**src/logic/fcc_pkg.sv**
```systemverilog
/*
 * Constants for the flash command controller: register map, field
 * positions, command codes, reset values and operation times.
 * Assumes a 125 MHz system clock and 32-bit APB addresses.
 */
package fcc_pkg;
	localparam logic [31:0] FCC_STA_ADDR = 32'hFFFF0E00;
	localparam logic [31:0] FCC_MOD_ADDR = 32'hFFFF0E04;
	localparam logic [31:0] FCC_CMD_ADDR = 32'hFFFF0E08;
	localparam logic [31:0] FCC_DAT_ADDR = 32'hFFFF0E0C;
	localparam logic [31:0] FCC_ADR_ADDR = 32'hFFFF0E10;

	localparam logic [15:0] FCC_STA_RST = 16'h0020;
	localparam logic [15:0] FCC_STA_RD_MASK = 16'h000F;
	localparam logic [6:0] FCC_MOD_RST = 7'h00;
	localparam logic [15:0] FCC_DAT_RST = 16'h0000;

	localparam int FCC_STA_SUCC = 0;
	localparam int FCC_STA_FAIL = 1;
	localparam int FCC_STA_BUSY = 2;
	localparam int FCC_STA_IRQ = 3;
	localparam int FCC_MOD_ABORT = 1;
	localparam int FCC_MOD_EW_EN = 3;
	localparam int FCC_MOD_IRQ_EN = 4;
	localparam int FCC_MOD_LOCK_LO = 5;
	localparam int FCC_MOD_LOCK_HI = 6;
	localparam logic [1:0] FCC_LOCK_KEY = 2'h2;

	localparam logic [15:0] FCC_MASS_KEY_ADR = 16'hFFC3;
	localparam logic [15:0] FCC_MASS_KEY_DAT = 16'h3CFF;

	localparam logic [7:0] FCC_CMD_READ = 8'h01;
	localparam logic [7:0] FCC_CMD_WRITE = 8'h02;
	localparam logic [7:0] FCC_CMD_EWRITE = 8'h03;
	localparam logic [7:0] FCC_CMD_VERIFY = 8'h04;
	localparam logic [7:0] FCC_CMD_PERASE = 8'h05;
	localparam logic [7:0] FCC_CMD_MASS = 8'h06;
	localparam logic [7:0] FCC_CMD_IDLE = 8'h07;
	localparam logic [7:0] FCC_CMD_SIGN = 8'h0B;
	localparam logic [7:0] FCC_CMD_PROT = 8'h0C;
	localparam logic [7:0] FCC_CMD_PING = 8'h0F;

	localparam int FCC_CLK_NS = 8;
	localparam int FCC_T_WRITE_NS = 50000;
	localparam int FCC_T_EWRITE_NS = 20000000;
	localparam int FCC_T_MASS_NS = 1200000000;
	localparam int FCC_T_SIGN_NS = 120000;
	localparam int FCC_WRITE_CYC = FCC_T_WRITE_NS / FCC_CLK_NS;
	localparam int FCC_EWRITE_CYC = FCC_T_EWRITE_NS / FCC_CLK_NS;
	localparam int FCC_MASS_CYC = FCC_T_MASS_NS / FCC_CLK_NS;
	localparam int FCC_SIGN_CYC = FCC_T_SIGN_NS / FCC_CLK_NS;
	localparam int FCC_SHORT_CYC = 1;

	typedef enum logic {FCC_IDLE, FCC_RUN} fcc_state_t;
endpackage

```
**src/logic/fcc_tmr_if.sv**
```systemverilog
/*
 * Carrier between the controller and its operation timer.
 * Assumes both ends run on the same clock.
 */
`timescale 1ns/1ps
interface fcc_tmr_if;
	logic start;
	logic stop;
	logic [31:0] load;
	logic done;
	modport ctl(output start, stop, load, input done);
	modport tmr(input start, stop, load, output done);
endinterface

```
**src/logic/fcc_timer.sv**
```systemverilog
/*
 * Down-counting operation timer: a start loads a cycle count, done
 * pulses one cycle after the count runs out, stop cancels it.
 * Assumes load is at least one and start never meets stop.
 */
`timescale 1ns/1ps
module fcc_timer
	import fcc_pkg::*;
(
	input wire logic clk_in,
	input wire logic rst_n_in,
	fcc_tmr_if.tmr t
);
	logic [31:0] cnt_q;
	logic run_q;
	logic done_q;
	wire logic last = run_q && (cnt_q == 32'h00000001);

	assign t.done = done_q;

	always_ff @(posedge clk_in or negedge rst_n_in) begin
		if (!rst_n_in) begin
			cnt_q <= 32'h00000000;
			run_q <= 1'b0;
			done_q <= 1'b0;
		end else begin
			done_q <= last && !t.stop;
			if (t.start) begin
				cnt_q <= t.load;
				run_q <= 1'b1;
			end else if (t.stop || last) begin
				run_q <= 1'b0;
			end else if (run_q) begin
				cnt_q <= cnt_q - 32'h00000001;
			end
		end
	end
endmodule // fcc_timer

```
**src/logic/fcc_ctrl.sv**
```systemverilog
/*
 * Flash command controller: APB register file with status, mode,
 * command, data and address registers; runs commands on the flash
 * array and holds the core stalled while busy.
 * Assumes the array answers on the same clock and that its read word
 * is valid while an operation is running.
 */
`timescale 1ns/1ps
// Operation
// - Command register reads idle code 0x07 once a command finishes.
// - Mass erase needs mode bit 3, address 0xFFC3, data 0x3CFF, code 0x06.
// - Status bits 15 to 4 always read as zero.
// - Reading status clears interrupt, fail and success flags.
// - Status bit 2 is high exactly while a command runs.
// - Status bit 1 sets when a command ends unsuccessfully.
// - Status bit 0 sets when a command ends successfully.
// - Status register holds 0x20 after reset.
// - Protect runs only with mode bits 6,5 written as 1,0.
// - Mode bit 4 enables the completion interrupt, clear suppresses it.
// - Mode bit 3 permits erase and write commands; clear forbids them.
// - Mode bit 1 enables aborting a running command.
// - Every command acts on the 16-bit address register.
// - Data register takes read words, supplies write words, resets 0x0000.
// - Command codes 0x01-0x07, 0x0B, 0x0C, 0x0F are decoded.
// - Core stays stalled until the running command completes or is aborted.
// - Write takes 50 us, erase-write 20 ms, busy throughout.
module fcc_ctrl
	import fcc_pkg::*;
#(
	parameter int unsigned WRITE_CYC = FCC_WRITE_CYC,
	parameter int unsigned EWRITE_CYC = FCC_EWRITE_CYC,
	parameter int unsigned PERASE_CYC = FCC_EWRITE_CYC,
	parameter int unsigned MASS_CYC = FCC_MASS_CYC,
	parameter int unsigned SIGN_CYC = FCC_SIGN_CYC,
	parameter logic [15:0] ADR_RESET = 16'h0000
) (
	input wire logic clk_in,
	input wire logic rst_n_in,
	input wire logic psel_in,
	input wire logic penable_in,
	input wire logic pwrite_in,
	input wire logic [31:0] paddr_in,
	input wire logic [31:0] pwdata_in,
	output logic [31:0] prdata_out,
	output logic pready_out,
	output logic pslverr_out,
	input wire logic [15:0] flash_rdata_in,
	output logic flash_go_out,
	output logic flash_abort_out,
	output logic [7:0] flash_op_out,
	output logic [15:0] flash_addr_out,
	output logic [15:0] flash_wdata_out,
	output logic core_stall_out
);
	fcc_state_t st_q, st_d;
	logic [15:0] sta_q, sta_d;
	logic [6:0] mod_q;
	logic [7:0] cmd_q;
	logic [7:0] op_q;
	logic [15:0] dat_q;
	logic [15:0] adr_q;
	logic [31:0] prdata_q;
	logic pready_q, pslverr_q, go_q, abort_q;
	fcc_tmr_if tmr_bus();

	function automatic logic hit(input logic [31:0] a, input logic [31:0] r);
		return a == r;
	endfunction

	function automatic logic [31:0] cyc_of(input logic [7:0] c);
		unique case (c)
			FCC_CMD_WRITE: return 32'(WRITE_CYC);
			FCC_CMD_EWRITE: return 32'(EWRITE_CYC);
			FCC_CMD_PERASE: return 32'(PERASE_CYC);
			FCC_CMD_MASS: return 32'(MASS_CYC);
			FCC_CMD_SIGN: return 32'(SIGN_CYC);
			default: return 32'(FCC_SHORT_CYC);
		endcase
	endfunction

	// Access is answered on its second access cycle; writes land there
	wire logic acc = psel_in && penable_in && !pready_q;
	wire logic fin = psel_in && penable_in && pready_q;
	wire logic wr = fin && pwrite_in;
	wire logic rd_fin = fin && !pwrite_in;
	wire logic sel_sta = hit(paddr_in, FCC_STA_ADDR);
	wire logic sel_mod = hit(paddr_in, FCC_MOD_ADDR);
	wire logic sel_cmd = hit(paddr_in, FCC_CMD_ADDR);
	wire logic sel_dat = hit(paddr_in, FCC_DAT_ADDR);
	wire logic sel_adr = hit(paddr_in, FCC_ADR_ADDR);
	wire logic mapped = sel_sta || sel_mod || sel_cmd || sel_dat || sel_adr;
	wire logic busy = st_q == FCC_RUN;

	wire logic [7:0] code = pwdata_in[7:0];
	wire logic is_ew = code == FCC_CMD_WRITE || code == FCC_CMD_EWRITE ||
		code == FCC_CMD_PERASE || code == FCC_CMD_MASS;
	wire logic known = is_ew || code == FCC_CMD_READ ||
		code == FCC_CMD_VERIFY || code == FCC_CMD_SIGN ||
		code == FCC_CMD_PROT || code == FCC_CMD_PING;
	wire logic mass_ok = adr_q == FCC_MASS_KEY_ADR &&
		dat_q == FCC_MASS_KEY_DAT;
	wire logic lock_ok = mod_q[FCC_MOD_LOCK_HI:FCC_MOD_LOCK_LO] ==
		FCC_LOCK_KEY && mod_q[FCC_MOD_EW_EN];
	wire logic reject = !known || (is_ew && !mod_q[FCC_MOD_EW_EN]) ||
		(code == FCC_CMD_MASS && !mass_ok) ||
		(code == FCC_CMD_PROT && !lock_ok);
	wire logic cmd_wr = wr && sel_cmd && !busy && code != FCC_CMD_IDLE;
	wire logic launch = cmd_wr && !reject;
	wire logic refuse = cmd_wr && reject;
	// abort by writing idle while busy
	wire logic abort = wr && sel_cmd && busy && mod_q[FCC_MOD_ABORT] &&
		code == FCC_CMD_IDLE;
	wire logic done = busy && tmr_bus.done;
	wire logic vfy_bad = op_q == FCC_CMD_VERIFY && flash_rdata_in != dat_q;
	wire logic set_fail = refuse || abort || (done && vfy_bad);
	wire logic set_succ = done && !vfy_bad;
	wire logic set_irq = (set_fail || set_succ) && mod_q[FCC_MOD_IRQ_EN];
	// Only flags already shown to software are cleared, so an event
	// between the read capture and the clear is not lost
	wire logic [3:0] clr = rd_fin && sel_sta ? prdata_q[3:0] : 4'h0;

	assign tmr_bus.start = launch;
	assign tmr_bus.stop = abort;
	assign tmr_bus.load = cyc_of(code);

	fcc_timer u_timer (
		.clk_in(clk_in),
		.rst_n_in(rst_n_in),
		.t(tmr_bus.tmr)
	);

	always_comb begin
		st_d = st_q;
		unique case (st_q)
			FCC_IDLE: if (launch) st_d = FCC_RUN;
			FCC_RUN: if (done || abort) st_d = FCC_IDLE;
		endcase
	end

	always_comb begin
		sta_d = sta_q;
		sta_d[FCC_STA_SUCC] = (sta_q[FCC_STA_SUCC] && !clr[FCC_STA_SUCC]) ||
			set_succ;
		sta_d[FCC_STA_FAIL] = (sta_q[FCC_STA_FAIL] && !clr[FCC_STA_FAIL]) ||
			set_fail;
		sta_d[FCC_STA_IRQ] = (sta_q[FCC_STA_IRQ] && !clr[FCC_STA_IRQ]) ||
			set_irq;
		sta_d[FCC_STA_BUSY] = st_d == FCC_RUN;
	end

	wire logic [31:0] rmux =
		sel_sta ? {16'h0000, sta_q & FCC_STA_RD_MASK} :
		sel_mod ? {25'h0000000, mod_q} :
		sel_cmd ? {24'h000000, cmd_q} :
		sel_dat ? {16'h0000, dat_q} :
		sel_adr ? {16'h0000, adr_q} : 32'h00000000;

	always_ff @(posedge clk_in or negedge rst_n_in) begin
		if (!rst_n_in) begin
			pready_q <= 1'b0;
			pslverr_q <= 1'b0;
			prdata_q <= 32'h00000000;
		end else begin
			pready_q <= acc;
			pslverr_q <= acc && !mapped;
			if (acc && !pwrite_in)
				prdata_q <= rmux;
		end
	end

	always_ff @(posedge clk_in or negedge rst_n_in) begin
		if (!rst_n_in) begin
			st_q <= FCC_IDLE;
			sta_q <= FCC_STA_RST;
			go_q <= 1'b0;
			abort_q <= 1'b0;
		end else begin
			st_q <= st_d;
			sta_q <= sta_d;
			go_q <= launch;
			abort_q <= abort;
		end
	end

	// mode bits 6 to 0 are all stored, unused bits 2 and 0 included
	always_ff @(posedge clk_in or negedge rst_n_in) begin
		if (!rst_n_in)
			mod_q <= FCC_MOD_RST;
		else if (wr && sel_mod)
			mod_q <= pwdata_in[6:0];
	end

	// back to idle code after execution
	always_ff @(posedge clk_in or negedge rst_n_in) begin
		if (!rst_n_in) begin
			cmd_q <= FCC_CMD_IDLE;
			op_q <= FCC_CMD_IDLE;
		end else if (launch) begin
			cmd_q <= code;
			op_q <= code;
		end else if (done || abort) begin
			cmd_q <= FCC_CMD_IDLE;
		end
	end

	// address and data held stable while busy
	always_ff @(posedge clk_in or negedge rst_n_in) begin
		if (!rst_n_in) begin
			dat_q <= FCC_DAT_RST;
			adr_q <= ADR_RESET;
		end else begin
			if (done && op_q == FCC_CMD_READ)
				dat_q <= flash_rdata_in;
			else if (wr && sel_dat && !busy)
				dat_q <= pwdata_in[15:0];
			if (wr && sel_adr && !busy)
				adr_q <= pwdata_in[15:0];
		end
	end

	assign prdata_out = prdata_q;
	assign pready_out = pready_q;
	assign pslverr_out = pslverr_q;
	assign flash_go_out = go_q;
	assign flash_abort_out = abort_q;
	assign flash_op_out = op_q;
	assign flash_addr_out = adr_q;
	assign flash_wdata_out = dat_q;
	assign core_stall_out = sta_q[FCC_STA_BUSY];
endmodule // fcc_ctrl

```
**config.mk**
```make
export PLATFORM = sky130hd
export DESIGN_NAME = fcc_ctrl
export DESIGN_NICKNAME = d
export VERILOG_FILES = /design/src/logic/fcc_pkg.sv /design/src/logic/fcc_tmr_if.sv /design/src/logic/fcc_timer.sv /design/src/logic/fcc_ctrl.sv
export SDC_FILE = /design/constraint.sdc
export NUM_CORES = 1
export LEC_CHECK = 0
export ABC_CLOCK_PERIOD_IN_PS = 2640
export BUFFER_PORTS_ARGS = -buffer_cell sky130_fd_sc_hd__buf_2
export CAP_MARGIN = 20
export CORE_MARGIN = 1.5
export CORE_UTILIZATION = 28
export CTS_BUF_LIST = sky130_fd_sc_hd__clkbuf_2
export DETAILED_ROUTE_END_ITERATION = 10
export GPL_ROUTABILITY_DRIVEN = 0
export PLACE_DENSITY = 0.49
export SLEW_MARGIN = 20
export SYNTH_ARGS = -nofsm -noshare
export SYNTH_HDL_FRONTEND = slang
export SYNTH_SLANG_ARGS = --single-unit
```
**constraint.sdc**
```tcl
create_clock -name clk_in -period 2.64 [get_ports clk_in]
set_input_delay 0.528 -clock clk_in [delete_from_list [all_inputs] [get_ports clk_in]]
set_output_delay 0.528 -clock clk_in [all_outputs]
set_load 0.005 [all_outputs]
```
==> results.rst <==
.. list-table::
   :header-rows: 1

   * - Metric
     - Value
   * - Top Family by Delay on Critical Path
     - simple AND/OR/NAND/NOR gates
   * - Post-synthesis cell area
     - 6160 um^2
   * - Number of nets still failing antenna checks after routing
     - 0
   * - Antenna violations before repair
     - 0
   * - Unique masters post-synth
     - between 60 and 70
   * - Cell-by-cell trace of the critical path
     - or4b_4 -> nor4_4 -> nand4_1 -> a2111oi_4 -> buf_4 -> and3_4 -> o31a_1 -> a22oi_1
   * - CP max FO
     - 4
   * - Length of routed met3 wiring
     - about 850 um
   * - Most used standard cell by instance count after synthesis
     - sky130_fd_sc_hd__dfrtp_1
   * - Yosys top cell area share
     - 0.435
   * - Number of enable-type register cells in the synthesized netlist
     - 0
   * - Worst stage delay on the critical path
     - around 550 ps
   * - Data arrival time at the worst-slack endpoint
     - approximately 3200 ps
   * - IR drop worst, VDD
     - around 230 uV
   * - Fin crit period
     - 2650 ps
   * - 1st-iter DRT viols
     - between 400 and 500
   * - Final routed wirelength across all metal layers
     - ~20000 um
   * - Synthesized area per cell
     - between 9 and 10 um^2
   * - Initial standard-cell utilization of the core
     - 0.284
   * - Number of clock sinks
     - about 110
   * - Detailed-route via count
     - roughly 5700
   * - Static Leak
     - about 4.1 nW
   * - CP startpoint kind
     - flop
   * - Launching element of the worst setup path
     - flash_wdata_out[14]
   * - Layout cells sized above 1
     - 0.410
   * - Ys async rst share
     - 1.00
   * - Post-detailed-route via-to-cell ratio
     - ~4.9
   * - Least setup slack across all paths after layout
     - -13.3 ps
   * - Result of the run
     - complete, but fails checks
   * - Primary FF master, synth
     - sky130_fd_sc_hd__dfrtp_1
   * - Slew Limit Headroom
     - 0.463
   * - Maximum clock rate
     - 377 MHz
   * - Boundary pin count
     - between 150 and 200
   * - Worst slew pin tran
     - slightly below 800 ps
   * - Type of the tightest min-delay check
     - input port to flop
   * - Tightest hold margin
     - about 80 ps
   * - Max cap viols
     - 0
   * - Diode count
     - 0
   * - DRC violation count after routing
     - 0
   * - Share of the yosys chip area belonging to registers
     - 0.461
   * - Post-route fraction of the period consumed by the critical path
     - 1.01
   * - Number of levels the H-tree was split into
     - 4
   * - Highest routing layer actually used
     - met4
   * - Slowest cell on the critical path
     - sky130_fd_sc_hd__or4b_4
   * - Fillers
     - about 2200
   * - Launching point of the worst reg2reg path
     - flash_wdata_out[14]
   * - Maximum number of pins on one net before global-route repair
     - between 40 and 50
   * - Horizontal extent of the die
     - about 150 um
   * - Floorplan core area
     - about 22000 um^2
   * - Cell row count
     - 54
   * - Top area cells in the synthesized netlist
     - sky130_fd_sc_hd__dfrtp_1, sky130_fd_sc_hd__mux2_2, sky130_fd_sc_hd__mux2i_1
   * - Grt total ovfl
     - 0
   * - Vias in the first global route
     - roughly 5700
   * - Worst clock skew on the final layout
     - 44.9 ps
   * - Endpoint kind of the worst setup timing path
     - flop
   * - Amount of wire on met2 after detailed routing
     - ~9600 um
   * - M1 WL
     - 8990 um
   * - Layout Cells excl Fill
     - roughly 1100
   * - Average wire per standard cell
     - approximately 17 um
   * - Inserted Clock Buffers
     - 17
   * - Synth warnings
     - 0
   * - Syn-to-layout area delta
     - 36.7%
   * - Library cell with the largest summed area after synthesis
     - sky130_fd_sc_hd__dfrtp_1
   * - Setup TNS after final layout
     - -23.4 ps
   * - Origin of the worst min-delay path
     - pwdata_in[14]
   * - Power per cell area
     - roughly 400 nW/um^2
   * - Buffer and inverter count on the worst path
     - 1
   * - Setup Viol. Count Final
     - 3
   * - Final Max Tran Viols
     - 0
   * - Post-synthesis register bit count
     - about 110
   * - Total global-route track usage
     - 0.181
   * - Number of optimization iterations in the first detailed-route pass
     - 5
   * - Commonest cells in the netlist
     - sky130_fd_sc_hd__dfrtp_1, sky130_fd_sc_hd__nor2_1, sky130_fd_sc_hd__nand2_1
   * - Global-route wire length before repair
     - 31400 um
   * - Hold violation count in the final report
     - 0
   * - Class of the most critical setup path
     - flop to flop
   * - # port buffers
     - roughly 130
   * - Clock edge transition at the registers on the reported setup and hold paths
     - around 210 ps
   * - Die height
     - 151 um
   * - Die ar.
     - about 23000 um^2
   * - RSZ-0062 raised after global routing
     - yes
   * - Latest clock arrival within the worst-skew pair
     - 700 ps
   * - Total instance count after detailed placement
     - around 1100
   * - Maximum buffer depth of the clock tree
     - 2
   * - Failing checks
     - negative setup slack
   * - Post-detailed-placement half-perimeter wirelength
     - about 15000 um
   * - Post-layout nets
     - 943
   * - WP data required
     - ~3200 ps
   * - Root buffer selected by CTS
     - sky130_fd_sc_hd__clkbuf_2
   * - Clock tree from TritonCTS
     - yes
   * - Post-synthesis cell count
     - about 630
-- registers in the layout, indices dropped and copies added, names as in the netlist --
name	count
cmd_q	8
u_timer.t.done	1
flash_op_out	8
mod_q	7
pslverr_out	1
prdata_out	16
flash_wdata_out	16
flash_addr_out	16
u_timer.cnt_q	32
flash_go_out	1
sta_q	4
flash_abort_out	1
pready_out	1
u_timer.run_q	1
-- report_power, final --
part	total [mW]	leakage [nW]	internal (mW)	switching [mW]
Sequential	1.82	1.47	1.79	0.0345
Clock	1.10	0.124	0.346	0.757
Combinational	0.410	2.53	0.189	0.221
-- kinds of logic after synthesis --
kind of cell    Yosys count  share of synthesized area
compound gates          113                      0.120
xor+xnor                 38                     0.0541
fa+ha+maj                 2                    0.00406
buf+inv                  51                     0.0451
flops                   113                      0.461
mux                      47                     0.0813
other cells               1                   0.000609
simple gates            264                      0.235
-- layout make-up --
type | count | area, um^2 | area share
Multi-Input combinational cell | 480 | 3360 | 0.399
Sequential cell | 113 | 2840 | 0.337
Timing Repair Buffer | 239 | 1630 | 0.194
Tap cell | 280 | 350 | 0.0416
Clock inverter | 15 | 135 | 0.0161
Clock buffer | 17 | 85.1 | 0.0101
Inverter | 5 | 18.8 | 0.00223
-- routing by layer --
metal,GRT usage,vias up
met1,0.232,2769
met2,0.299,135
met5,0,-
met4,0.0587,0
met3,0.0428,26
li1,-,2725
-- worst paths after layout --
kind,endpoint,slack (ps),cells past startpoint
hold reg to reg,flash_op_out[1],480,2
hold / removal,flash_addr_out[14],80,2
min in group asynchronous,mod_q[0],320,2
setup reg to reg,u_timer.cnt_q[5],-10,8
setup / recovery,u_timer.cnt_q[5],-10,8
max in group asynchronous,flash_op_out[0],1600,3
-- placed cells by master, fill, tap and decap left out, types with 6 or more instances in the layout --
cell,n
sky130_fd_sc_hd__a21oi_1,26
sky130_fd_sc_hd__a21oi_2,7
sky130_fd_sc_hd__a22oi_1,13
sky130_fd_sc_hd__and2_1,6
sky130_fd_sc_hd__buf_12,8
sky130_fd_sc_hd__buf_2,128
sky130_fd_sc_hd__buf_4,86
sky130_fd_sc_hd__buf_6,8
sky130_fd_sc_hd__clkbuf_2,17
sky130_fd_sc_hd__conb_1,16
sky130_fd_sc_hd__dfrtp_1,107
sky130_fd_sc_hd__dfstp_2,6
sky130_fd_sc_hd__dlygate4sd3_1,8
sky130_fd_sc_hd__mux2_2,23
sky130_fd_sc_hd__mux2i_1,23
sky130_fd_sc_hd__nand2_1,53
sky130_fd_sc_hd__nand3_1,12
sky130_fd_sc_hd__nand4_1,23
sky130_fd_sc_hd__nor2_1,47
sky130_fd_sc_hd__nor2_2,9
sky130_fd_sc_hd__nor3_1,18
sky130_fd_sc_hd__nor4_1,14
sky130_fd_sc_hd__o21ai_0,29
sky130_fd_sc_hd__or3_1,7
sky130_fd_sc_hd__or4_1,8
sky130_fd_sc_hd__xnor2_1,25
sky130_fd_sc_hd__xor2_1,12
-- through the flow --
step | power (mW) | area, um^2 | worst slack, ps | util
after global placement | 2.25 | 7830 | -352 | 0.361
after detailed placement | 2.25 | 7830 | -323 | 0.361
final | 3.34 | 8420 | -13.3 | 0.388
after CTS | 3.40 | 8240 | -22.6 | 0.380
after global routing | 3.50 | 8420 | -158 | 0.388
after floorplan | 2.01 | 6300 | -164 | -
-- repair_timing --
| item | CTS | global route |
|---|---|---|
| pin swaps | 8 | 12 |
| resized for setup | 17 | 34 |
| gates cloned | 1 | 0 |
| endpoints found under the setup margin | 50 | 51 |
| hold buffers | 8 | 0 |
| hold endpoints to repair | 38 | 0 |
| setup buffers | 5 | 4 |
Note: power is estimated with default switching activity, not from simulation.
